==> src/touch_panel_command_scan_ctrl_regs.vh <==
// Register indices, field positions, reset values and timing counts of the touch panel scan control
`ifndef TOUCH_PANEL_COMMAND_SCAN_CTRL_REGS_VH
`define TOUCH_PANEL_COMMAND_SCAN_CTRL_REGS_VH
`define IDX_SAMPLE_INTERVAL 32'h0b000126
`define IDX_SETTLE_CONFIG 32'h0b000128
`define IDX_SCAN_COMMAND 32'h0b00012a
`define IDX_INTERVAL_COUNTDOWN 32'h0b00013c
`define IDX_UNIT_CONTROL 32'h0b000140
`define RST_SAMPLE_INTERVAL 11'h0a7
`define RST_SETTLE_CONFIG 9'h077
`define RST_SCAN_COMMAND 10'h1be
`define CMD_SETTLE_ON 9
`define CMD_DRIVE_HI 8
`define CMD_DRIVE_LO 4
`define CMD_CONV_HI 3
`define CMD_CONV_LO 0
`define CFG_CONV_SELECT 8
`define CFG_SETTLE_HI 3
`define CFG_SETTLE_LO 0
`define CTL_POWER 0
`define CTL_MODE_HI 2
`define CTL_MODE_LO 1
`define CTL_SEQ_EN 3
`define CTL_SCAN_TYPE 4
`define CTL_AUTO_SCAN 5
`define CTL_AUTO_STOP 6
`define CTL_SCAN_START 7
`define CTL_CONTACT_CHG 8
`define CTL_STATE_LO 9
`define MODE_MANUAL 2'h0
`define MODE_COMMAND 2'h1
`define MODE_MAIN_BATT 2'h2
`define MODE_SUB_BATT 2'h3
`define DRIVE_PEN_DETECT 5'h1e
`define DRIVE_NO_VOLTAGE 5'h1b
`define DRIVE_X_HIGH 5'h1a
`define DRIVE_Y_HIGH 5'h19
`define DRIVE_X_LOW 5'h13
`define DRIVE_Y_LOW 5'h0b
`define CONV_POWER_DOWN 4'he
`define CONV_PEN_DETECT 4'h3
`define CONV_MAIN_BATT 4'h0
`define CONV_SUB_BATT 4'h2
`define CONV_MEASURE_X 4'h1
`define CONV_MEASURE_Y 4'h3
`define TICK_NS 30000
`define CLK_PERIOD_NS 50
`define TICK_CYCLES (`TICK_NS / `CLK_PERIOD_NS)
`define SCAN_LAST_PHASE 4'h9
`endif

==> src/touch_panel_command_scan_ctrl_unused.v <==
// No logic here; the whole block sits in the main design file

==> src/touch_panel_command_scan_ctrl.v <==
// AHB-Lite controlled touch panel scan sequencer with command scan and interval countdown
`timescale 1ns/1ps
`include "touch_panel_command_scan_ctrl_regs.vh"

// How it works
// - Command scan settle wait only when enable bit set
// - Drive field on pins; 11110, 11011 meanings
// - Support X and Y measurement drive patterns
// - Converter command codes, 1111 reserved
// - Command register contents act only in mode 01; a write also restarts a coordinate scan set
// - Command scan drives pins, issues command
// - Power-down ignored for ten-bit converter
// - Reserved upper bits read back zero
// - Live 11-bit countdown readable
// - Power, mode 10, enable: main battery
// - Power, mode 11, enable, auto scan clear: sub battery
// - Mode 11, auto scan flags plus enable: pen wait
// - Mode 00 with scan-start: coordinate scan
// - Mode 00 without scan-start or auto scan: pen wait only
// - Interval counts down from setting in 30 us ticks; sets wait only for its first hit
// - Settle wait ends on the tick after setting ticks of 30 us have been counted (setting plus one ticks)
// - Converter select: 1 ten-bit, 0 twelve-bit
module touch_panel_command_scan_ctrl #(
  parameter TICK_CYCLES = `TICK_CYCLES
)(
  input wire hclk,
  input wire hresetn,
  input wire clk_en,
  input wire hsel,
  input wire [31:0] haddr,
  input wire [1:0] htrans,
  input wire hwrite,
  input wire [2:0] hsize,
  input wire hready,
  input wire [31:0] hwdata,
  output wire hreadyout,
  output wire hresp,
  output reg [31:0] hrdata,
  input wire pen_touch,
  output reg [4:0] panel_control_pins,
  output reg [3:0] converter_cmd_out,
  output reg converter_cmd_valid,
  output wire converter_select
);

  localparam [6:0] ST_DISABLE = 7'h01;
  localparam [6:0] ST_STANDBY = 7'h02;
  localparam [6:0] ST_COMMAND = 7'h04;
  localparam [6:0] ST_MAIN_BATT = 7'h08;
  localparam [6:0] ST_SUB_BATT = 7'h10;
  localparam [6:0] ST_PEN_WAIT = 7'h20;
  localparam [6:0] ST_COORD_SCAN = 7'h40;

  // Register bus decode used for both read and write paths
  function [2:0] reg_sel;
    input [31:0] addr;
    begin
      if (addr == `IDX_SAMPLE_INTERVAL << 2)
        reg_sel = 3'h1;
      else if (addr == `IDX_SETTLE_CONFIG << 2)
        reg_sel = 3'h2;
      else if (addr == `IDX_SCAN_COMMAND << 2)
        reg_sel = 3'h3;
      else if (addr == `IDX_INTERVAL_COUNTDOWN << 2)
        reg_sel = 3'h4;
      else if (addr == `IDX_UNIT_CONTROL << 2)
        reg_sel = 3'h5;
      else
        reg_sel = 3'h0;
    end
  endfunction

  // Drive pattern of each coordinate scan phase; no-voltage phases keep the panel from shorting
  function [4:0] phase_drive;
    input [3:0] ph;
    begin
      case (ph)
        4'h0: phase_drive = `DRIVE_PEN_DETECT;
        4'h2: phase_drive = `DRIVE_Y_HIGH;
        4'h4: phase_drive = `DRIVE_Y_LOW;
        4'h6: phase_drive = `DRIVE_X_HIGH;
        4'h8: phase_drive = `DRIVE_X_LOW;
        default: phase_drive = `DRIVE_NO_VOLTAGE;
      endcase
    end
  endfunction

  function [3:0] phase_conv;
    input [3:0] ph;
    begin
      case (ph)
        4'h0: phase_conv = `CONV_PEN_DETECT;
        4'h2: phase_conv = `CONV_MEASURE_X;
        4'h4: phase_conv = `CONV_MEASURE_X;
        4'h6: phase_conv = `CONV_MEASURE_Y;
        4'h8: phase_conv = `CONV_MEASURE_Y;
        default: phase_conv = `CONV_POWER_DOWN;
      endcase
    end
  endfunction

  reg [10:0] sample_interval_q;
  reg [8:0] settle_config_q;
  reg [9:0] scan_command_q;
  reg [7:0] unit_control_q;
  reg contact_change_q;
  reg [10:0] live_count_q;
  reg interval_hit_q;
  reg [6:0] state_q;
  reg [6:0] state_d;
  reg [15:0] prescale_q;
  reg [3:0] settle_cnt_q;
  reg settle_busy_q;
  reg [3:0] phase_q;
  reg set_done_q;
  reg pen_prev_q;
  reg wr_pend_q;
  reg rd_pend_q;
  reg [2:0] sel_q;
  reg [15:0] rd_mux;

  wire [1:0] unit_mode_field = unit_control_q[`CTL_MODE_HI:`CTL_MODE_LO];
  wire unit_power_on = unit_control_q[`CTL_POWER];
  wire sequencer_enable = unit_control_q[`CTL_SEQ_EN];
  wire scan_type_select = unit_control_q[`CTL_SCAN_TYPE];
  wire auto_scan_enable = unit_control_q[`CTL_AUTO_SCAN];
  wire auto_stop_enable = unit_control_q[`CTL_AUTO_STOP];
  wire scan_start_bit = unit_control_q[`CTL_SCAN_START];
  wire [3:0] settle_wait_time = settle_config_q[`CFG_SETTLE_HI:`CFG_SETTLE_LO];
  wire settle_wait_enable = scan_command_q[`CMD_SETTLE_ON];
  wire [4:0] panel_drive_field = scan_command_q[`CMD_DRIVE_HI:`CMD_DRIVE_LO];
  wire [3:0] converter_command = scan_command_q[`CMD_CONV_HI:`CMD_CONV_LO];
  assign converter_select = settle_config_q[`CFG_CONV_SELECT];

  wire addr_phase = hsel & hready & htrans[1];
  wire tick = (prescale_q == TICK_CYCLES[15:0] - 16'h0001);
  wire active = ~(state_q[0] | state_q[1]);
  wire wr_cmd = wr_pend_q & (sel_q == 3'h3);
  wire wr_ctl = wr_pend_q & (sel_q == 3'h5);
  // A wait state on reads lets a write in the previous cycle show up in the answer
  assign hreadyout = ~rd_pend_q;
  assign hresp = 1'b0;

  always @*
  begin
    rd_mux = 16'h0000;
    if (sel_q == 3'h1)
      rd_mux = {5'h00, sample_interval_q};
    else if (sel_q == 3'h2)
      rd_mux = {7'h00, settle_config_q};
    else if (sel_q == 3'h3)
      rd_mux = {6'h00, scan_command_q};
    else if (sel_q == 3'h4)
      rd_mux = {5'h00, live_count_q};
    else if (sel_q == 3'h5)
      rd_mux = {state_q, contact_change_q, unit_control_q};
  end

  always @*
  begin
    state_d = state_q;
    if (!unit_power_on)
      state_d = ST_DISABLE;
    else
    begin
      case (state_q)
        ST_DISABLE: state_d = ST_STANDBY;
        ST_STANDBY:
        begin
          if (sequencer_enable)
          begin
            if (unit_mode_field == `MODE_COMMAND)
              state_d = ST_COMMAND;
            else if (unit_mode_field == `MODE_MAIN_BATT)
              state_d = ST_MAIN_BATT;
            else if (unit_mode_field == `MODE_SUB_BATT && auto_scan_enable)
              state_d = ST_PEN_WAIT;
            else if (unit_mode_field == `MODE_SUB_BATT)
              state_d = ST_SUB_BATT;
            else if (scan_start_bit)
              state_d = ST_COORD_SCAN;
            else
              state_d = ST_PEN_WAIT;
          end
        end
        ST_PEN_WAIT:
        begin
          if (!sequencer_enable)
            state_d = ST_STANDBY;
          else if (pen_touch && (auto_scan_enable || scan_start_bit))
            state_d = ST_COORD_SCAN;
        end
        ST_COORD_SCAN:
        begin
          if (!sequencer_enable)
            state_d = ST_STANDBY;
          else if (auto_stop_enable && !pen_touch && set_done_q)
            state_d = ST_PEN_WAIT;
        end
        default:
        begin
          if (!sequencer_enable)
            state_d = ST_STANDBY;
        end
      endcase
    end
  end

  always @(posedge hclk or negedge hresetn)
  begin
    if (!hresetn)
    begin
      wr_pend_q <= 1'b0;
      rd_pend_q <= 1'b0;
      sel_q <= 3'h0;
      hrdata <= 32'h00000000;
      sample_interval_q <= `RST_SAMPLE_INTERVAL;
      settle_config_q <= `RST_SETTLE_CONFIG;
      scan_command_q <= `RST_SCAN_COMMAND;
      unit_control_q <= 8'h00;
      contact_change_q <= 1'b0;
      pen_prev_q <= 1'b0;
    end
    else if (clk_en)
    begin
      wr_pend_q <= addr_phase & hwrite;
      rd_pend_q <= addr_phase & ~hwrite;
      if (addr_phase)
        sel_q <= reg_sel(haddr);
      if (rd_pend_q)
        hrdata <= {16'h0000, rd_mux};
      // Only defined fields are stored; countdown and reserved bits drop the write
      if (wr_pend_q && sel_q == 3'h1)
        sample_interval_q <= hwdata[10:0];
      if (wr_pend_q && sel_q == 3'h2)
        settle_config_q <= hwdata[8:0];
      if (wr_cmd)
        scan_command_q <= hwdata[9:0];
      if (wr_ctl)
        unit_control_q <= hwdata[7:0];
      pen_prev_q <= pen_touch;
      // A contact change in the clearing cycle keeps the flag set
      if (pen_touch != pen_prev_q)
        contact_change_q <= 1'b1;
      else if (wr_ctl && hwdata[`CTL_CONTACT_CHG])
        contact_change_q <= 1'b0;
    end
  end

  always @(posedge hclk or negedge hresetn)
  begin
    if (!hresetn)
    begin
      state_q <= ST_DISABLE;
      prescale_q <= 16'h0000;
      live_count_q <= `RST_SAMPLE_INTERVAL;
      interval_hit_q <= 1'b0;
    end
    else if (clk_en)
    begin
      state_q <= state_d;
      if (!active || tick)
        prescale_q <= 16'h0000;
      else
        prescale_q <= prescale_q + 16'h0001;
      if (!active)
        interval_hit_q <= 1'b0;
      else if (tick && live_count_q == 11'h000)
      begin
        live_count_q <= sample_interval_q;
        interval_hit_q <= 1'b1;
      end
      else if (tick)
        live_count_q <= live_count_q - 11'h001;
      else if (state_q[6] && phase_q == 4'h0 && !settle_busy_q && set_done_q)
        interval_hit_q <= 1'b0;
    end
  end

  // Settle counter counts ticks of 30 us; it also paces each coordinate phase
  always @(posedge hclk or negedge hresetn)
  begin
    if (!hresetn)
    begin
      settle_cnt_q <= 4'h0;
      settle_busy_q <= 1'b0;
      phase_q <= 4'h0;
      set_done_q <= 1'b0;
      panel_control_pins <= `DRIVE_NO_VOLTAGE;
      converter_cmd_out <= `CONV_POWER_DOWN;
      converter_cmd_valid <= 1'b0;
    end
    else if (clk_en)
    begin
      converter_cmd_valid <= 1'b0;
      if (state_d != state_q || wr_cmd)
      begin
        settle_busy_q <= 1'b1;
        settle_cnt_q <= 4'h0;
        phase_q <= scan_type_select ? 4'h0 : 4'h1;
        set_done_q <= 1'b0;
      end
      else if (state_q[2])
      begin
        panel_control_pins <= panel_drive_field;
        if (settle_busy_q && (!settle_wait_enable || (tick && settle_cnt_q >= settle_wait_time)))
        begin
          settle_busy_q <= 1'b0;
          if (!(converter_select && converter_command == `CONV_POWER_DOWN))
          begin
            converter_cmd_out <= converter_command;
            converter_cmd_valid <= 1'b1;
          end
        end
        else if (settle_busy_q && tick)
          settle_cnt_q <= settle_cnt_q + 4'h1;
      end
      else if (state_q[6])
      begin
        panel_control_pins <= phase_drive(phase_q);
        converter_cmd_out <= phase_conv(phase_q);
        if (set_done_q)
        begin
          // Next set waits for the first interval hit; the hit flag then stays set, so later sets start at once
          if (interval_hit_q)
          begin
            set_done_q <= 1'b0;
            phase_q <= scan_type_select ? 4'h0 : 4'h1;
            settle_busy_q <= 1'b1;
          end
        end
        else if (tick && settle_cnt_q >= settle_wait_time)
        begin
          settle_cnt_q <= 4'h0;
          converter_cmd_valid <= !(converter_select && phase_conv(phase_q) == `CONV_POWER_DOWN);
          if (phase_q == `SCAN_LAST_PHASE)
            set_done_q <= 1'b1;
          else
            phase_q <= phase_q + 4'h1;
        end
        else if (tick)
          settle_cnt_q <= settle_cnt_q + 4'h1;
      end
      else
      begin
        settle_busy_q <= 1'b0;
        if (state_q[5])
        begin
          panel_control_pins <= `DRIVE_PEN_DETECT;
          converter_cmd_out <= `CONV_PEN_DETECT;
        end
        else
        begin
          panel_control_pins <= `DRIVE_NO_VOLTAGE;
          if (state_q[3])
            converter_cmd_out <= `CONV_MAIN_BATT;
          else if (state_q[4])
            converter_cmd_out <= `CONV_SUB_BATT;
          else
            converter_cmd_out <= `CONV_POWER_DOWN;
        end
      end
    end
  end

endmodule

==> config.mk <==
export PLATFORM = sky130hd
export DESIGN_NAME = touch_panel_command_scan_ctrl
export DESIGN_NICKNAME = d
export VERILOG_FILES = /design/src/touch_panel_command_scan_ctrl_unused.v /design/src/touch_panel_command_scan_ctrl.v
export VERILOG_INCLUDE_DIRS = /design/src
export SDC_FILE = /design/constraint.sdc
export NUM_CORES = 1
export LEC_CHECK = 0
export BUFFER_PORTS_ARGS = -buffer_cell sky130_fd_sc_hd__clkbuf_2
export CAP_MARGIN = 10
export CORE_MARGIN = 4
export CORE_UTILIZATION = 57
export DETAILED_ROUTE_END_ITERATION = 12
export HOLD_SLACK_MARGIN = 0.08
export PLACE_DENSITY = 0.84
export SYNTH_ARGS = -nofsm -noshare
export SYNTH_HDL_FRONTEND = slang
export SYNTH_SLANG_ARGS = --single-unit
==> constraint.sdc <==
create_clock -name hclk -period 3.6 [get_ports hclk]
set_input_delay 0.18 -clock hclk [delete_from_list [all_inputs] [get_ports hclk]]
set_output_delay 0.18 -clock hclk [all_outputs]
set_load 0.01 [all_outputs]
* Word-level counts from Yosys, hierarchy flattened *
Index checks and enable logic that the tools add are counted.

storage, ports and cells
  flip-flop bits (word level) = 116

cells by class
  $add $sub $neg = 4
  $lt $le $gt $ge = 1
  eq/ne operators = 39
  mux-type cells = 86
  bitwise gates (word level) = 11
  reductions and logical operators = 50

operators by type and width
  operator                                                              number
  32-bit by 30-bit == test with 1-bit output, second input constant     5
  4-bit two-way mux                                                     28
  16-bit two-way mux                                                    6
  7-bit two-way mux                                                     12
  7-bit case mux with 4 select lines                                    1
  1-bit two-way mux                                                     27
  5-bit case mux with 5 select lines                                    1
  11-bit two-way mux                                                    2
  3-bit two-way mux                                                     6
  16-bit by 1-bit adder with 16-bit output, second input constant       1
  16-bit by 10-bit == test with 1-bit output, second input constant     1
  4-bit == test, second input constant                                  4
  1-bit logical AND                                                     16
  2-bit AND reduction                                                   8
  6-bit AND reduction                                                   2
  11-bit logical NOT                                                    1
  11-bit by 1-bit subtractor with 11-bit output, second input constant  1
  5-bit two-way mux                                                     2
  3-bit by 1-bit != test with 1-bit output, second input constant       3
  3-bit AND reduction                                                   3
  3-bit nonzero test                                                    3
  4-bit by 1-bit adder with 4-bit output, second input constant         2
  4-bit by 3-bit == test with 1-bit output, second input constant       2
  4-bit case mux with 2 select lines                                    1
  30 further kinds                                                      53

* Longest topological paths before layout *
  word-level depth = 20
  mapped depth = 8
  depth with buffers taken out = 8

* Worst setup path before layout *
No wires, ideal clock.

  kind = reg2reg
  from = register state_q[3]
  to = register panel_control_pins[2]
  arrival time = 2.392 ns
  required time = 3.475 ns
  path slack = 1.083 ns
  stages on the path, launching flop included = 8
  path buffers = 1
  period minus slack after synthesis = 2.517 ns
  path through = dfrtp_1 > or3_1 > buf_2 > or2_1 > o21a_1 > or4_4 > nor2_2 > mux2_2

between the ends
  longest elaborated chain between the ends = 8

RTL lines
  item                                  line                                                                      source
  start, declared                       touch_panel_command_scan_ctrl.v:109                                       reg [6:0] state_q;
  start signal, assigned                touch_panel_command_scan_ctrl.v:261                                       state_q <= state_d;
  7-bit two-way mux (on tied branches)  touch_panel_command_scan_ctrl.v:197, touch_panel_command_scan_ctrl.v:190
  7-bit two-way mux (on tied branches)  touch_panel_command_scan_ctrl.v:195, touch_panel_command_scan_ctrl.v:188
  7-bit case mux with 4 select lines    touch_panel_command_scan_ctrl.v:166                                       case (state_q)
  7-bit two-way mux                     touch_panel_command_scan_ctrl.v:162                                       if (!unit_power_on)
  7-bit != test (*)                     touch_panel_command_scan_ctrl.v:296                                       if (state_d != state_q || wr_cmd)
  1-bit logical OR (*)                  touch_panel_command_scan_ctrl.v:296
  1-bit inverter (no line) (*)          --
  2-bit AND reduction (no line) (*)     --
  end signal, assigned                  touch_panel_command_scan_ctrl.v:289                                       panel_control_pins <= `DRIVE_NO_VOLTAGE;
  end signal, assigned                  touch_panel_command_scan_ctrl.v:305                                       panel_control_pins <= panel_drive_field;
  end signal, assigned                  touch_panel_command_scan_ctrl.v:320                                       panel_control_pins <= phase_drive(phase_q);
  end, declared                         touch_panel_command_scan_ctrl.v:40                                        output reg [4:0] panel_control_pins,

Mark *: on every way between the ends. The rest lies on a longest branch, timed or not.
A chain may end at the register's enable or synchronous reset.

* Final worst setup path *
  from = register state_q[0]
  to = register converter_cmd_out[0]

between the ends
  longest elaborated chain between the ends = 8

RTL lines
  item                                  line                                                                      source
  7-bit two-way mux (on tied branches)  touch_panel_command_scan_ctrl.v:197, touch_panel_command_scan_ctrl.v:190
  7-bit two-way mux (on tied branches)  touch_panel_command_scan_ctrl.v:195, touch_panel_command_scan_ctrl.v:188
  7-bit case mux with 4 select lines    touch_panel_command_scan_ctrl.v:166
  7-bit two-way mux                     touch_panel_command_scan_ctrl.v:162
  7-bit != test (*)                     touch_panel_command_scan_ctrl.v:296
  1-bit logical OR (*)                  touch_panel_command_scan_ctrl.v:296
  1-bit inverter (no line) (*)          --
  4-bit AND reduction (no line) (*)     --
  end signal, assigned                  touch_panel_command_scan_ctrl.v:290                                       converter_cmd_out <= `CONV_POWER_DOWN;
  end signal, assigned                  touch_panel_command_scan_ctrl.v:311                                       converter_cmd_out <= converter_command;
  end signal, assigned                  touch_panel_command_scan_ctrl.v:321                                       converter_cmd_out <= phase_conv(phase_q);
  end, declared                         touch_panel_command_scan_ctrl.v:41                                        output reg [3:0] converter_cmd_out,

Marked as above.

==> flow_metrics.py <==
metrics = {
    "worst_setup_path": {
        "start_kind": "flip-flop",
        "endpoint_kind": "flip-flop",
        "worstPathRequired_ns": 3.90,
        "path_class": "flip-flop to flip-flop",
        "worst_ep_arrival_time_ns": 3.21,
        "cp_max_fo": 16,
    },
    "timing": {
        "drv_slew": 0,
        "rsz0062_at_grt": "no",
        "hold_violations": 0,
        "tns_ns": 0,
        "tightest_slew_ns": 1.02,
        "fmax_ghz": 0.344,
        "max_slew_margin": 0.315,
        "finalCritPeriodShare": 0.808,
        "whs_ns": 0.127,
        "fin_skew_ns": 0.00654,
        "setup_viol": 0,
        "fin_crit_ns": 2.91,
    },
    "layout": {
        "multiInputGateArea_sq_um": 3500,
        "final_cell_mix": "dfrtp_1, nand2_1, clkbuf_2",
        "antenna_cells": 0,
        "area.growth.synth_to_final_pct": 18.1,
        "nFillCells": 857,
        "fin_cells": 975,
        "regArea_sq_um": 2940,
        "drive_gt1_frac": 0.243,
        "nNetsFinal": 906,
        "layout_commonest_cell": "dfrtp_1",
        "final_area_sq_um": 8030,
    },
    "pwr": {
        "p_clk_frac": 0.535,
        "leakage_nw": 3.64,
        "peakVddDrop_mv": 0.379,
        "p_sw_frac": 0.222,
        "power_density_nw_per_um2": 417,
        "p_int_mw": 2.60,
        "comb_power_share": 0.061,
        "p_seq_frac": 0.404,
        "p_sw_uw": 744,
    },
    "logic_synthesis": {
        "ys_ff_latch": 116,
        "ys.flop_type": "dfrtp_1",
        "ys_seq_area_frac": 0.433,
        "post-synth-top-area-cell": "dfrtp_1",
        "syn_area_per_cell_sq_um": 9.23,
        "synth_largest_type_area_fraction": 0.313,
        "synth.distinct_cells": 69,
        "async_flop_share": 1.00,
        "syn_area_sq_um": 6800,
        "synth_edf_count": 0,
        "synth.area.top_cells": "dfrtp_1, dfstp_2, mux2_2",
        "yosysWarningCount": 0,
        "synthCells": 736,
    },
    "cts": {
        "cts-root-buf": "clkbuf_16",
        "cts_made_buffers": 17,
        "clkTransAtPathRegs_ns": 0.05,
        "cts_max_level": 4,
        "clock-sinks": 116,
        "cts_tree": "yes",
        "insertion_delay_ns": 0.42,
        "cts.path.max_buffers": 2,
    },
    "detailed_routing": {
        "drt_iter0_markers": 577,
        "wl_per_cell_microns": 19.7,
        "drt-pass1-iter-count": 6,
        "vias_per_cell": 6.38,
        "wl_mm": 19.2,
        "drc": 0,
        "antenna_left": 0,
        "vias": 6220,
    },
    "floorplan": {
        "start_util": 0.588,
        "die_y_microns": 117,
        "ios": 121,
        "die_area_sq_um": 13700,
        "fp-row-count": 39,
        "core_area_sq_um": 11600,
        "fp.dieW_microns": 117,
    },
    "global_route": {
        "grt_max_degree": 62,
        "grt_pass1_vias": 6193,
        "grt_pass1_wl_mm": 30.8,
        "grt_antenna_before_repair": 0,
        "grt_overflow": 0,
        "grt_use_total": 0.290,
    },
    "placement": {
        "gp_congestion": 0.957,
        "dp_cells": 930,
        "dpl_cell_area_sq_um": 7260,
        "dp_hpwl_mm": 13.5,
        "portBuffers": 78,
    },
    "worst_hold_path": {
        "min_path_type": "input pin to flip-flop",
    },
    "flow_run": {
        "max_cap_viol_count": 0,
    },
    "outcome": {
        "status": "finished, final reports clean",
    },
}
-- per-layer routing --
metal / GRT usage / share of wire / vias to the layer above
li1: - / - / 2830
met3: 0.0725 / 0.076 / 50
met5: 0 / 0 / -
met1: 0.360 / 0.40 / 3046
met2: 0.481 / 0.50 / 294
met4: 0.123 / 0.029 / 0
-- logic make-up after synthesis --
logic type      Yosys count  share of synthesized area
fa+ha+maj                11                     0.0203
mux                      52                     0.0836
flops                   116                      0.433
simple gates            275                      0.208
xor+xnor                 15                     0.0193
compound gates          177                      0.175
other cells               1                   0.000552
buf+inv                  89                     0.0602
-- Yosys cell counts, types with 3 or more instances --
master / number
or3_1: 3
a22oi_1: 3
and3_1: 9
and2_1: 3
inv_1: 30
clkbuf_1: 32
nor3_1: 19
nand4_1: 15
buf_4: 17
nor2b_1: 7
a31oi_1: 4
buf_2: 3
nand2_1: 84
mux2i_1: 14
a22o_1: 7
o41ai_1: 3
o31ai_1: 7
nor3b_1: 7
nand2b_1: 5
xor2_1: 10
nor4b_1: 5
o31a_1: 3
a41oi_1: 4
xnor2_1: 5
dfrtp_1: 85
mux2_2: 38
o22ai_1: 6
nor2_1: 54
nor4_1: 15
o21ai_0: 66
buf_1: 6
a211oi_1: 7
nand3b_1: 5
dfstp_2: 31
o221ai_1: 3
o21a_1: 7
a21o_1: 4
nand3_1: 26
ha_1: 11
o211ai_1: 5
a221o_1: 10
a21oi_1: 20
-- registers in the layout, indices dropped and copies added (netlist names), 3 cells and up --
signal,flops
scan_command_q,10
panel_control_pins,5
sel_q,3
phase_q,4
sample_interval_q,11
settle_cnt_q,4
converter_cmd_out,4
state_q,7
live_count_q,11
unit_control_q,8
settle_config_q,9
prescale_q,16
hrdata,16
-- metrics by stage --
step | setup slack (ns) | utilization | total power [mW]
after floorplan | 1.08 | - | 1.48
after global placement | 0.841 | 0.628 | 1.55
after detailed placement | 0.787 | 0.628 | 1.56
after CTS | 0.757 | 0.694 | 3.35
after global routing | 0.574 | 0.694 | 3.44
final | 0.693 | 0.694 | 3.34
-- final timing paths --
kind / cells past startpoint / endpoint / slack (ns) / from
max in group asynchronous: 3 / live_count_q[2]$_DFFE_PN1P_ / 2.43 / hresetn
min: 2 / pen_prev_q$_DFFE_PN0P_ / 0.13 / pen_touch
max reg2reg: 6 / converter_cmd_out[0]$_DFFE_PN0P_ / 0.69 / state_q[0]$_DFFE_PN1P_
min in group asynchronous: 2 / panel_control_pins[2]$_DFFE_PN0P_ / 0.35 / hresetn
max: 6 / converter_cmd_out[0]$_DFFE_PN0P_ / 0.69 / state_q[0]$_DFFE_PN1P_
min reg2reg: 2 / converter_cmd_out[3]$_DFFE_PN1P_ / 0.47 / converter_cmd_out[3]$_DFFE_PN1P_
-- area by class of cell --
cell class / instances / area share
Clock inverter: 8 / 0.0150
Tap cell: 143 / 0.0223
Sequential cell: 116 / 0.367
Multi-Input combinational cell: 547 / 0.437
Timing Repair Buffer: 107 / 0.0817
Inverter: 30 / 0.0140
Clock buffer: 24 / 0.0638
-- critical path, cell delays in order, from the launching register on --
cell and delay [ns]:
dfstp_2 0.71, inv_1 0.18, a211oi_1 0.44, o21ai_0 0.26
o211ai_1 0.63, nor4_1 0.12, a2111o_1 0.42
-- power by group through the flow --
stage	Clock [mW]	Sequential (mW)	Combinational [mW]
6_report	1.79	1.35	0.204
3_3_place_gp	0	1.37	0.181
5_1_grt	1.86	1.35	0.226
4_1_cts	1.80	1.35	0.203
3_5_place_dp	0	1.37	0.189
2_1_floorplan	0	1.37	0.112
-- what timing repair did --
item	4_1_cts	5_1_grt
gates resized for setup	0	0
buffers inserted	0	0
hold buffers	13	0
endpoints found under the setup margin	0	0
endpoints found under the hold margin	79	0
Note: power is estimated with default switching activity, not from simulation.
